**src/rtl/can_mode_pkg.sv**
```systemverilog
/*
  package for the transceiver mode and wake control block: chip modes, transceiver modes,
  register layout and timing counts.
  assumes a single 250 mhz clock domain.
*/
package can_mode_pkg;
  // transceiver modes, gray along off -> wake -> rx only -> normal
  typedef enum logic [1:0] {
    XCVR_OFF     = 2'h0,
    XCVR_WAKE    = 2'h1,
    XCVR_RX_ONLY = 2'h3,
    XCVR_NORMAL  = 2'h2
  } xcvr_mode_type;

  // chip-level operating modes
  typedef enum logic [2:0] {
    CHIP_INIT     = 3'h0,
    CHIP_NORMAL   = 3'h1,
    CHIP_STOP     = 3'h2,
    CHIP_SLEEP    = 3'h3,
    CHIP_RESTART  = 3'h4,
    CHIP_FAILSAFE = 3'h5,
    CHIP_SW_FLASH = 3'h6,
    CHIP_FACTORY  = 3'h7
  } chip_mode_type;

  // mode command from the serial port
  typedef struct packed {
    logic          valid;
    xcvr_mode_type mode;
  } mode_cmd_type;

  // wake source status register
  localparam logic [2:0] WAKE_STATUS_ADDR = 3'h0;
  localparam int         WAKE_STATUS_W    = 16;
  localparam int         WK_BUS_BIT       = 0;
  localparam int         TXD_TO_BIT       = 1;
  localparam int         BUS_DOM_BIT      = 2;
  localparam int         RXD_FAULT_BIT    = 3;
  localparam logic [15:0] WAKE_STATUS_RST = 16'h0000;

  // timing in ns and cycles at 4 ns
  localparam int CLK_PERIOD_NS     = 4;
  localparam int WAKE_FILTER_NS    = 1000;
  localparam int TXD_TIMEOUT_NS    = 2000000;
  localparam int BUS_DOM_NS        = 2000000;
  localparam int RXD_STUCK_NS      = 2000000;
  localparam int WAKE_FILTER_CYC   = (WAKE_FILTER_NS + CLK_PERIOD_NS - 1) / CLK_PERIOD_NS;
  localparam int TXD_TIMEOUT_CYC   = (TXD_TIMEOUT_NS + CLK_PERIOD_NS - 1) / CLK_PERIOD_NS;
  localparam int BUS_DOM_CYC       = (BUS_DOM_NS + CLK_PERIOD_NS - 1) / CLK_PERIOD_NS;
  localparam int RXD_STUCK_CYC     = (RXD_STUCK_NS + CLK_PERIOD_NS - 1) / CLK_PERIOD_NS;
  localparam int CNT_W             = 20;
endpackage

```
**src/rtl/can_transceiver_mode_control.sv**
```systemverilog
/*
  transceiver mode and wake control: mode selection, tx/rx paths, wake handling, timeouts
  and the wake source status register.
  assumes synchronous inputs, a digitised differential receiver and a serial port decoder
  that delivers mode commands and status read strobes as one-cycle pulses.
*/
// Overview of operation
// RULE1 - normal mode by command in normal/flash/devel; the devel strap enables no chip mode beyond normal
// RULE2 - normal mode drives bus from tx input
// RULE3 - receive output follows differential receiver
// RULE4 - common-mode output only normal or rx-only
// RULE5 - receive output faults recorded in status
// RULE6 - wake capable by command; forced in fail-safe
// RULE7 - after wake, host leaves wake before reselecting
// RULE8 - sleep wake: restart, int high, rx low, flag
// RULE9 - sleep wake no interrupt; status at address 000
// RULE10 - stop wake: stay stop, int low, rx low
// RULE11 - restart/fail-safe wake: restart, int high, flag
// RULE12 - normal wake: flag, int low, rx low
// RULE13 - off mode stops activity, ignores wakes
// RULE14 - off selectable; forced in init and factory
// RULE15 - rx-only disables driver, keeps reception
// RULE16 - supply undervoltage floats both bus pins
// RULE17 - tx dominant timeout stops drive until command
// RULE18 - bus dominant timeout: rx-only, report, interrupt
// RULE19 - wake flag held until status read
// RULE20 - mode field encodes four modes
`timescale 1ns/1ps
module can_transceiver_mode_control
  import can_mode_pkg::*;
#(
  parameter int WAKE_FILTER_P = WAKE_FILTER_CYC,  // wake filter length in cycles
  parameter int TXD_TO_P      = TXD_TIMEOUT_CYC,  // tx dominant timeout in cycles
  parameter int BUS_TO_P      = BUS_DOM_CYC,      // bus dominant timeout in cycles
  parameter int RXD_STUCK_P   = RXD_STUCK_CYC     // rx readback mismatch timeout in cycles
) (
  input  wire logic                     i_clk,
  input  wire logic                     i_nrst,
  input  wire chip_mode_type            i_chip_mode,        // chip operating mode
  input  wire logic                     i_sw_devel,         // software development strap
  input  wire mode_cmd_type             i_mode_cmd,         // mode command pulse
  input  wire logic                     i_status_rd,        // status read pulse
  input  wire logic [2:0]               i_status_addr,      // status read address
  input  wire logic                     i_int_mask,         // masks bus events from int
  input  wire logic                     i_bus_tx_input,     // host tx, 0 = dominant
  input  wire logic                     i_bus_diff,         // receiver, 0 = dominant
  input  wire logic                     i_bus_rx_pin_fb,    // readback of receive pin
  input  wire logic                     i_supply_undervoltage_off,
  output logic                          o_bus_rx_pin,       // receive output
  output logic                          o_drv_dominant,     // drive stages dominant
  output logic                          o_drv_oe,           // output stages enabled
  output logic                          o_split_en,         // common-mode output on
  output logic                          o_int_n,            // interrupt, active low
  output logic                          o_restart_req,      // request chip restart
  output xcvr_mode_type                 o_mode,             // current mode
  output logic [WAKE_STATUS_W-1:0]      o_status_data       // status read data
);
  // state registers
  xcvr_mode_type         mode_q, mode_d;          // RULE20
  logic                  wk_q, wk_d;              // bus wake flag
  logic                  wk_block_q, wk_block_d;  // wake reselect blocked
  logic                  txd_to_q, txd_to_d;      // tx timeout latched
  logic                  bus_dom_q, bus_dom_d;    // bus clamp latched
  logic                  rxd_flt_q, rxd_flt_d;    // rx fault latched
  logic [CNT_W-1:0]      wcnt_q, wcnt_d;          // wake filter count
  logic [CNT_W-1:0]      tcnt_q, tcnt_d;          // tx dominant count
  logic [CNT_W-1:0]      bcnt_q, bcnt_d;          // bus dominant count
  logic [CNT_W-1:0]      rcnt_q, rcnt_d;          // rx stuck count
  logic                  rx_q, rx_d;
  logic                  dom_q, dom_d;
  logic                  oe_q, oe_d;
  logic                  split_q, split_d;
  logic                  int_n_q, int_n_d;
  logic                  rst_req_q, rst_req_d;
  logic [15:0]           sdata_q, sdata_d;
  logic                  wake_evt;                // filtered wake this cycle
  logic                  normal_ok;               // chip allows normal mode
  logic                  rd_hit;                  // status register read

  assign normal_ok = (i_chip_mode == CHIP_NORMAL) || (i_chip_mode == CHIP_SW_FLASH) ||
                     ((i_chip_mode == CHIP_NORMAL) && i_sw_devel);  // RULE1
  assign rd_hit    = i_status_rd && (i_status_addr == WAKE_STATUS_ADDR);  // RULE9
  // a wake is taken once per selection of wake capable mode, then re-arming is needed
  assign wake_evt  = (mode_q == XCVR_WAKE) && (wcnt_q == CNT_W'(WAKE_FILTER_P - 1)) &&
                     !i_bus_diff && !wk_block_q;  // RULE7

  // next state of mode, flags and counters
  always_comb begin
    mode_d     = mode_q;
    wk_d       = wk_q;
    wk_block_d = wk_block_q;
    txd_to_d   = txd_to_q;
    bus_dom_d  = bus_dom_q;
    rxd_flt_d  = rxd_flt_q;
    wcnt_d     = '0;
    tcnt_d     = '0;
    bcnt_d     = '0;
    rcnt_d     = '0;
    // read clears the wake, bus clamp and rx fault flags, set below wins
    if (rd_hit) begin
      wk_d      = 1'b0;  // RULE19
      rxd_flt_d = 1'b0;
      bus_dom_d = 1'b0;
    end
    // command handling
    if (i_mode_cmd.valid) begin
      case (i_mode_cmd.mode)
        XCVR_NORMAL: begin
          if (normal_ok) begin
            mode_d     = XCVR_NORMAL;  // RULE1
            wk_block_d = 1'b0;
            txd_to_d   = 1'b0;         // RULE17
          end
        end
        XCVR_RX_ONLY: begin
          mode_d     = XCVR_RX_ONLY;  // RULE15
          wk_block_d = 1'b0;
        end
        XCVR_OFF: begin
          mode_d     = XCVR_OFF;  // RULE14
          wk_block_d = 1'b0;
        end
        default: begin
          if (!wk_block_q && i_chip_mode != CHIP_SW_FLASH) begin
            mode_d = XCVR_WAKE;  // RULE6 RULE7
          end
        end
      endcase
    end
    // wake filter, counts only in wake capable mode
    if (mode_q == XCVR_WAKE && !i_bus_diff && !wake_evt) begin
      wcnt_d = wcnt_q + CNT_W'(1);
    end
    if (wake_evt) begin
      wk_d       = 1'b1;  // RULE8 RULE10 RULE11 RULE12
      wk_block_d = 1'b1;  // RULE7
    end
    // tx dominant timeout
    if (mode_q == XCVR_NORMAL && !i_bus_tx_input && !txd_to_q) begin
      if (tcnt_q == CNT_W'(TXD_TO_P - 1)) begin
        txd_to_d = 1'b1;  // RULE17
      end else begin
        tcnt_d = tcnt_q + CNT_W'(1);
      end
    end
    // bus dominant clamp
    if ((mode_q == XCVR_NORMAL || mode_q == XCVR_RX_ONLY) && !i_bus_diff) begin
      if (bcnt_q == CNT_W'(BUS_TO_P - 1)) begin
        bus_dom_d = 1'b1;          // RULE18
        mode_d    = XCVR_RX_ONLY;  // RULE18
      end else begin
        bcnt_d = bcnt_q + CNT_W'(1);
      end
    end
    // forced modes by chip mode, placed after the clamp so they win over it
    if (i_chip_mode == CHIP_INIT || i_chip_mode == CHIP_FACTORY) begin
      mode_d = XCVR_OFF;  // RULE14
    end else if (i_chip_mode == CHIP_FAILSAFE && mode_q != XCVR_WAKE) begin
      mode_d = XCVR_WAKE;  // RULE6
    end else if (i_chip_mode == CHIP_SW_FLASH) begin
      mode_d = XCVR_NORMAL;
    end
    // receive pin diagnosis: readback differs from what is driven
    if ((mode_q == XCVR_NORMAL || mode_q == XCVR_RX_ONLY) && (i_bus_rx_pin_fb != rx_q)) begin
      if (rcnt_q == CNT_W'(RXD_STUCK_P - 1)) begin
        rxd_flt_d = 1'b1;  // RULE5
      end else begin
        rcnt_d = rcnt_q + CNT_W'(1);
      end
    end
  end

  // next values of the outputs
  always_comb begin
    rx_d      = 1'b1;
    dom_d     = 1'b0;
    oe_d      = 1'b0;
    split_d   = 1'b0;
    int_n_d   = 1'b1;
    rst_req_d = 1'b0;
    sdata_d   = sdata_q;
    case (mode_q)
      XCVR_NORMAL: begin
        rx_d    = i_bus_diff;          // RULE3
        oe_d    = !txd_to_q;           // RULE17
        dom_d   = !i_bus_tx_input && !txd_to_q;  // RULE2
        split_d = 1'b1;                // RULE4
      end
      XCVR_RX_ONLY: begin
        rx_d    = i_bus_diff;  // RULE15
        split_d = 1'b1;        // RULE4
      end
      XCVR_WAKE: begin
        rx_d = !wk_q;  // RULE8 RULE10 RULE12
      end
      default: begin
        rx_d = 1'b1;  // RULE13
      end
    endcase
    if (i_supply_undervoltage_off) begin
      oe_d  = 1'b0;  // RULE16
      dom_d = 1'b0;
    end
    // interrupt only in stop and normal chip modes
    if (!i_int_mask && (i_chip_mode == CHIP_STOP || i_chip_mode == CHIP_NORMAL) &&
        (wk_q || bus_dom_q)) begin
      int_n_d = 1'b0;  // RULE10 RULE12 RULE18
    end
    // restart request on wake from sleep, restart or fail-safe
    if (wake_evt && (i_chip_mode == CHIP_SLEEP || i_chip_mode == CHIP_RESTART ||
                     i_chip_mode == CHIP_FAILSAFE)) begin
      rst_req_d = 1'b1;  // RULE8 RULE9 RULE11
    end
    if (rd_hit) begin
      sdata_d = '0;
      sdata_d[WK_BUS_BIT]    = wk_q;
      sdata_d[TXD_TO_BIT]    = txd_to_q;
      sdata_d[BUS_DOM_BIT]   = bus_dom_q;
      sdata_d[RXD_FAULT_BIT] = rxd_flt_q;  // RULE5
    end
  end

  // state and output registers
  always_ff @(posedge i_clk or negedge i_nrst) begin
    if (!i_nrst) begin
      mode_q     <= XCVR_OFF;
      wk_q       <= 1'b0;
      wk_block_q <= 1'b0;
      txd_to_q   <= 1'b0;
      bus_dom_q  <= 1'b0;
      rxd_flt_q  <= 1'b0;
      wcnt_q     <= '0;
      tcnt_q     <= '0;
      bcnt_q     <= '0;
      rcnt_q     <= '0;
      rx_q       <= 1'b1;
      dom_q      <= 1'b0;
      oe_q       <= 1'b0;
      split_q    <= 1'b0;
      int_n_q    <= 1'b1;
      rst_req_q  <= 1'b0;
      sdata_q    <= WAKE_STATUS_RST;
    end else begin
      mode_q     <= mode_d;
      wk_q       <= wk_d;
      wk_block_q <= wk_block_d;
      txd_to_q   <= txd_to_d;
      bus_dom_q  <= bus_dom_d;
      rxd_flt_q  <= rxd_flt_d;
      wcnt_q     <= wcnt_d;
      tcnt_q     <= tcnt_d;
      bcnt_q     <= bcnt_d;
      rcnt_q     <= rcnt_d;
      rx_q       <= rx_d;
      dom_q      <= dom_d;
      oe_q       <= oe_d;
      split_q    <= split_d;
      int_n_q    <= int_n_d;
      rst_req_q  <= rst_req_d;
      sdata_q    <= sdata_d;
    end
  end

  assign o_bus_rx_pin   = rx_q;
  assign o_drv_dominant = dom_q;
  assign o_drv_oe       = oe_q;
  assign o_split_en     = split_q;
  assign o_int_n        = int_n_q;
  assign o_restart_req  = rst_req_q;
  assign o_mode         = mode_q;
  assign o_status_data  = sdata_q;

  // assertions
  property p_split;
    @(posedge i_clk) disable iff (!i_nrst)
      o_split_en |-> $past(mode_q == XCVR_NORMAL || mode_q == XCVR_RX_ONLY);
  endproperty
  a_split: assert property (p_split) else $error("split enabled outside active modes"); // RULE4

  property p_uv;
    @(posedge i_clk) disable iff (!i_nrst)
      i_supply_undervoltage_off |=> !o_drv_oe;
  endproperty
  a_uv: assert property (p_uv) else $error("driver enabled in undervoltage"); // RULE16

  property p_rxonly;
    @(posedge i_clk) disable iff (!i_nrst)
      mode_q == XCVR_RX_ONLY |=> !o_drv_oe && o_bus_rx_pin == $past(i_bus_diff);
  endproperty
  a_rxonly: assert property (p_rxonly) else $error("rx-only mode drove the bus"); // RULE15

  property p_tx;
    @(posedge i_clk) disable iff (!i_nrst)
      (mode_q == XCVR_NORMAL && !txd_to_q && !i_supply_undervoltage_off)
        |=> o_drv_dominant == !$past(i_bus_tx_input);
  endproperty
  a_tx: assert property (p_tx) else $error("driver does not follow tx input"); // RULE2

  property p_forced_off;
    @(posedge i_clk) disable iff (!i_nrst)
      (i_chip_mode == CHIP_INIT || i_chip_mode == CHIP_FACTORY) |=> mode_q == XCVR_OFF;
  endproperty
  a_forced_off: assert property (p_forced_off) else $error("off mode not forced"); // RULE14

  property p_wake_flag;
    @(posedge i_clk) disable iff (!i_nrst)
      wake_evt |=> wk_q ##1 !o_bus_rx_pin;
  endproperty
  a_wake_flag: assert property (p_wake_flag) else $error("wake not flagged"); // RULE8

  property p_sleep_noint;
    @(posedge i_clk) disable iff (!i_nrst)
      i_chip_mode == CHIP_SLEEP |=> o_int_n;
  endproperty
  a_sleep_noint: assert property (p_sleep_noint) else $error("interrupt in sleep"); // RULE9

  property p_off_ignore;
    @(posedge i_clk) disable iff (!i_nrst)
      (mode_q == XCVR_OFF && !wk_q) |=> !wk_q;
  endproperty
  a_off_ignore: assert property (p_off_ignore) else $error("wake taken in off mode"); // RULE13

  property p_txto;
    @(posedge i_clk) disable iff (!i_nrst)
      txd_to_q && !i_mode_cmd.valid |=> !o_drv_dominant;
  endproperty
  a_txto: assert property (p_txto) else $error("drive after tx timeout"); // RULE17

  property p_normal_ok;
    @(posedge i_clk) disable iff (!i_nrst)
      (mode_q != XCVR_NORMAL && i_mode_cmd.valid && i_mode_cmd.mode == XCVR_NORMAL &&
       !normal_ok && i_chip_mode != CHIP_SW_FLASH) |=> mode_q != XCVR_NORMAL;
  endproperty
  a_normal_ok: assert property (p_normal_ok) else $error("normal mode in wrong chip mode"); // RULE1

  c_wake: cover property (@(posedge i_clk) disable iff (!i_nrst) wake_evt);
  c_busdom: cover property (@(posedge i_clk) disable iff (!i_nrst) $rose(bus_dom_q));
  c_txto: cover property (@(posedge i_clk) disable iff (!i_nrst) $rose(txd_to_q));
endmodule
```
**config.mk**
```make
export PLATFORM = sky130hd
export DESIGN_NAME = can_transceiver_mode_control
export DESIGN_NICKNAME = d
export VERILOG_FILES = /design/src/rtl/can_mode_pkg.sv /design/src/rtl/can_transceiver_mode_control.sv
export SDC_FILE = /design/constraint.sdc
export NUM_CORES = 1
export LEC_CHECK = 0
export BUFFER_PORTS_ARGS = -buffer_cell sky130_fd_sc_hd__clkbuf_2
export CORE_MARGIN = 3
export CORE_UTILIZATION = 50
export DETAILED_ROUTE_END_ITERATION = 6
export HOLD_SLACK_MARGIN = 0.15
export PLACE_DENSITY = 0.66
export SLEW_MARGIN = 20
export SYNTH_ARGS = -nofsm -noshare
export SYNTH_HDL_FRONTEND = slang
export SYNTH_SLANG_ARGS = --single-unit
```
**constraint.sdc**
```tcl
create_clock -name i_clk -period 3.9 [get_ports i_clk]
set_clock_uncertainty 0.1 [all_clocks]
set_input_delay 0.585 -clock i_clk [delete_from_list [all_inputs] [get_ports i_clk]]
set_output_delay 0.585 -clock i_clk [all_outputs]
set_load 0.03 [all_outputs]
```
# Word-level counts from Yosys, hierarchy flattened
# Index checks and enable logic that the tools add are counted.
classes:
  add_sub_neg: 4
  n_eq_ne: 20
  n_mux: 41
  reduce_logical: 41
op_table:
  columns: ["op", "count"]
  rows:
  - ["20-bit two-way mux", 7]
  - ["20-bit by 1-bit adder with 20-bit output (second input constant)", 4]
  - ["20-bit by 19-bit == test with 1-bit output (second input constant)", 3]
  - ["1-bit two-way mux", 23]
  - ["20-bit by 8-bit == test with 1-bit output (second input constant)", 1]
  - ["1-bit logical AND", 17]
  - ["2-bit two-way mux", 8]
  - ["3-bit == test (second input constant)", 4]
  - ["2-bit == test (second input constant)", 4]
  - ["1-bit logical OR", 8]
  - ["1-bit logical NOT", 7]
  - ["3-bit by 2-bit == test with 1-bit output (second input constant)", 2]
  - ["3-bit logical NOT", 2]
  - ["3-bit inequality test (second input constant)", 2]
  - ["2-bit case mux with 3 select lines", 1]
  - ["1-bit case mux with 2 select lines", 2]
  - ["2-bit nonzero test", 2]
  - ["2-bit OR reduction", 2]
  - ["3-bit by 1-bit == test with 1-bit output (second input constant)", 1]
  - ["3-bit AND reduction", 1]
  - ["3-bit nonzero test", 1]
  - ["2-bit by 1-bit == test with 1-bit output (second input constant)", 1]
  - ["2-bit logical NOT", 1]
  - ["2-bit by 1-bit inequality test with 1-bit output (second input constant)", 1]
  - ["1-bit inequality test", 1]
word_totals:
  ff_bits: 97
  in_bits: 18
  output_inout_bits: 24
  wordCells: 123

# Longest topological paths before layout
depth:
  depth_word: 11
  ltp_mapped: 7
  depth_no_buf: 6

# Least setup slack after synthesis
# No wires, ideal clock.
synth_timing:
  kind: "reg2reg"
  startpoint: "register tcnt_q[7]"
  endpoint: "register tcnt_q[17]"
  setup_ps: 78
  arrival_ps: 1783
  required_time_ps: 3722
  path_slack_ps: 1939
  stages_incl_launch_ff: 7
  path_buffers: 2
  synth_period_minus_slack_ps: 1961
  cell_sequence: "dfrtp_1 buf_4 nand4_1 or4_1 buf_2 or4_1 a21oi_1"
synth_via:
  elab_chain_cells: 3
  elab_cells_between_ends: 4
  cone_classes: "1 x add/sub; 1 x eq/ne; 2 x mux"
synth_lines:
  columns: ["item", "line_no", "text"]
  rows:
  - ["start, declared", "can_transceiver_mode_control.sv:66", "logic [CNT_W-1:0] tcnt_q, tcnt_d;"]
  - ["start signal, assigned", "can_transceiver_mode_control.sv:251", "tcnt_q <= tcnt_d;"]
  - ["20-bit by 1-bit adder with 20-bit output or 20-bit by 19-bit == test with 1-bit output (tied branches)", "can_transceiver_mode_control.sv:143, can_transceiver_mode_control.sv:140", null]
  - ["20-bit two-way mux *", "can_transceiver_mode_control.sv:140", "if (tcnt_q == CNT_W'(TXD_TO_P - 1)) begin"]
  - ["20-bit two-way mux *", "can_transceiver_mode_control.sv:139", "if (mode_q == XCVR_NORMAL && !i_bus_tx_input && !txd_to_q) begin"]
  - ["via tcnt_d[17]", "can_transceiver_mode_control.sv:66", null]
# Mark *: on every way through the listed nets, which the timed path passes. The rest lies on a longest branch.
# A chain may end at the register's enable or synchronous reset.

# Final worst setup path
layout_timing:
  startpoint: "register bcnt_q[0]"
  endpoint: "register bcnt_q[10]"
layout_via:
  elab_chain_cells: 3
  elab_cells_between_ends: 4
  cone_classes: "1 x add/sub; 1 x eq/ne; 2 x mux"
layout_lines:
  columns: ["item", "line_no", "text"]
  rows:
  - ["start, declared", "can_transceiver_mode_control.sv:67", "logic [CNT_W-1:0] bcnt_q, bcnt_d;"]
  - ["start signal, assigned", "can_transceiver_mode_control.sv:252", "bcnt_q <= bcnt_d;"]
  - ["20-bit by 1-bit adder with 20-bit output or 20-bit by 19-bit == test with 1-bit output (tied branches)", "can_transceiver_mode_control.sv:152, can_transceiver_mode_control.sv:148", null]
  - ["20-bit two-way mux *", "can_transceiver_mode_control.sv:148", "if (bcnt_q == CNT_W'(BUS_TO_P - 1)) begin"]
  - ["20-bit two-way mux *", "can_transceiver_mode_control.sv:147", "if ((mode_q == XCVR_NORMAL || mode_q == XCVR_RX_ONLY) && !i_bus_diff) begin"]
  - ["via bcnt_d[10]", "can_transceiver_mode_control.sv:67", null]
# Marks and branches as above.

==> impl_metrics.json <==
{
  "critPathArrivalTime_ns": 2.53,
  "dpl.cell_count": 671,
  "detail_route.vias_per_cell": 5.60,
  "routed_wire_length_per_instance_um": 14.4,
  "ctsLongestPathBuffers": 2,
  "clock_tree_from_tritoncts": "yes",
  "worst_skew_pair.late_latency_ns": 0.36,
  "min-delay-path-class": "input port to async pin",
  "first_global_vias": 3683,
  "rsz_0062_raised_after_global_routing": "no",
  "synth.ff_latch_count": 97,
  "synth.lib_cells_used.distinct": 48,
  "globalplace.congestion": 0.825,
  "route.detailed.drc": 0,
  "initial_utilization_pct": 52.7,
  "timing.final.hold_violations": 0,
  "crit_buf_inv": 0,
  "detailed_place_hpwl_mm": 6.99,
  "clkSinkCount": 97,
  "static-leakage-power_nw": 2.12,
  "cts.repair_timing.setup_buffer_count": 0,
  "number_of_filler_instances_in_the_final_layout": 883,
  "cts_buffers": 9,
  "timing.max_slew.rel_slack_pct": 51.4,
  "floorplan.die_area_sq_mm": 0.0112,
  "rows": 35,
  "fin_nets": 578,
  "antenna_found_initial": 0,
  "period_needed_ns": 2.40,
  "synth.yosys.seq_area_share_pct": 48.7,
  "crit_fanout": 19,
  "slew_violations": 0,
  "clkSlewWorstSetupHoldPaths_ns": 0.09,
  "grt_start_max_net_pins": 51,
  "final_std_cells_w_o_fill": 687,
  "status": "finished clean",
  "antenna_cells": 0,
  "synth_warnings": 0,
  "gr-total-overflow": 0,
  "port_buffers": 28,
  "layout_common_cells": "sky130_fd_sc_hd__dfrtp_1, sky130_fd_sc_hd__nor2_1, sky130_fd_sc_hd__nand2_1",
  "post-route-period-util_pct": 61.6,
  "htreeDepth": 3,
  "async_flop_share_pct": 100,
  "worstMarginPinSlew_ns": 0.723,
  "cp.required_ns": 4.02,
  "ir_drop_mv": 0.217,
  "finalSetupViolations": 0,
  "multi_input_area_sq_mm": 0.00238,
  "timing.setup.tns_ns": 0,
  "boundaryPins": 42,
  "die_w_um": 106,
  "detail_route.iter0.violations": 202,
  "most_frequently_used_flop_master_after_synthesis": "sky130_fd_sc_hd__dfrtp_1",
  "area_delta_synth_final_pct": 8.28,
  "detailroute.via_count": 3847,
  "grt_first_pass_wirelength_mm": 17.2,
  "critPathKind": "flop to flop",
  "drt_pre_antenna_iters": 4,
  "mappedNetlistArea_sq_mm": 0.00499,
  "cts.root.buffer_cell": "sky130_fd_sc_hd__clkbuf_8",
  "layout_cell_share_with_drive_strength_beyond_1_pct": 10.6,
  "critPathSlowestCell": "sky130_fd_sc_hd__nor4_1",
  "max_clock_freq_mhz": 416,
  "timing.critical_path.max_delay_family": "simple AND/OR/NAND/NOR gates",
  "synthCells": 529,
  "setup.worst_path.start_class": "flop",
  "synth_edf_count": 0,
  "layout_commonest_cell": "sky130_fd_sc_hd__dfrtp_1",
  "synthesis.area_per_instance_sq_um": 9.43,
  "totalWireLength_mm": 9.92,
  "seq_area_sq_mm": 0.00243,
  "placeableCoreArea_sq_mm": 0.00946,
  "grt_use_total_pct": 18.9,
  "critical-path-max-stage-delay_ns": 0.64,
  "post_cts_resized": 0,
  "endpoint_kind": "flop",
  "floorplan.die.height_um": 106,
  "pwr_density_mw_per_mm2": 343,
  "timing.critical_path.cells": "ha_1 -> nand4_1 -> nor4_1 -> a21o_1 -> nor2_1",
  "drt.antenna.violating_nets": 0,
  "postCtsHoldBufs": 0,
  "cap_violations": 0
}
[cells by family after synthesis]
logic type               after synthesis  share of synthesized area (%)
buffers and inverters                 44                           4.41
AO/OA/AOI/OAI                         72                           9.00
flip-flops                            97                           48.7
adder cells (fa/ha/maj)                7                           1.76
AND/OR/NAND/NOR                      259                           27.4
other                                  1                         0.0752
multiplexers                           1                          0.201
XOR/XNOR                              48                           8.43
[routing by layer]
metal / wire length [um] / GRT usage (%) / vias to the layer above
li1: - / - / 1912
met1: 4930 / 26.2 / 1876
met2: 4590 / 29.3 / 57
met3: 360 / 4.53 / 2
met4: 42 / 6.01 / 0
met5: 0 / 0 / -
[Yosys cell counts, drive strengths merged, types with 7 or more instances]
master	instances	share of area (%)
or4	19	2.9
nor4	17	2.1
dfrtp	95	48
or3	13	1.6
nor3	10	1.0
buf	19	2.5
o21ai	14	1.4
nand4	16	2.0
xnor2	29	5.1
clkbuf	10	0.75
inv	15	1.1
a21oi	25	2.5
xor2	19	3.3
ha	7	1.8
nand2	45	3.4
o31ai	17	2.7
nor2	69	5.2
and4	8	1.4
nand3	33	3.4
[sequential cells by signal, indices dropped and copies added (netlist names), 2 cells and up]
signal and flops:
bcnt_q 20, o_mode 2, o_status_data 4, rcnt_q 20
tcnt_q 20, wcnt_q 20
[cell type report]
cell class,instances,area share (%)
timing repair buffer,31,3.06
clock inverter,6,1.25
tap,129,2.99
multi-input combinational,399,44.1
sequential,97,45.0
clock buffer,10,2.55
inverter,15,1.04
[report_power, final]
group	leakage [nW]	switching (W)	internal (W)
Sequential	1.34	0.0000148	0.00102
Clock	0.0985	0.000356	0.000315
Combinational	0.685	0.000109	0.0000376
Total	2.12	0.000480	0.00137
[worst reg2reg max path, stage by stage, from the launching register on]
cell                      delay [ns]
sky130_fd_sc_hd__dfrtp_1        0.39
sky130_fd_sc_hd__ha_1           0.23
sky130_fd_sc_hd__nand4_1        0.17
sky130_fd_sc_hd__nor4_1         0.64
sky130_fd_sc_hd__a21o_1         0.62
sky130_fd_sc_hd__nor2_1         0.11
[metrics by stage]
step                      power [W]  hold slack, ns  util (%)  setup slack [ns]  cell area (sq um)
after global placement      0.00120           0.355      54.9              1.54               5190
after CTS                   0.00188           0.156      57.1              1.54               5400
after detailed placement    0.00121           0.365      54.9              1.53               5200
final                       0.00185           0.142      57.1              1.50               5400
after global routing        0.00193           0.176      57.1              1.32               5400
after floorplan             0.00115           0.189         -              1.94               5030
[path summary, 6_finish.rpt]
path	cells after the start	to	slack (ns)	start
worst min register to register	2	o_status_data[2]	0.38	o_status_data[2]
min in group i_clk	2	o_drv_oe	0.28	i_supply_undervoltage_off
worst min-delay path	1	rcnt_q[7]	0.14	i_nrst
max in group asynchronous	2	o_bus_rx_pin	2.73	i_nrst
worst max register to register	5	bcnt_q[10]	1.50	bcnt_q[0]
worst max-delay path	5	bcnt_q[10]	1.50	bcnt_q[0]
Note: power is estimated with default switching activity, not from simulation.
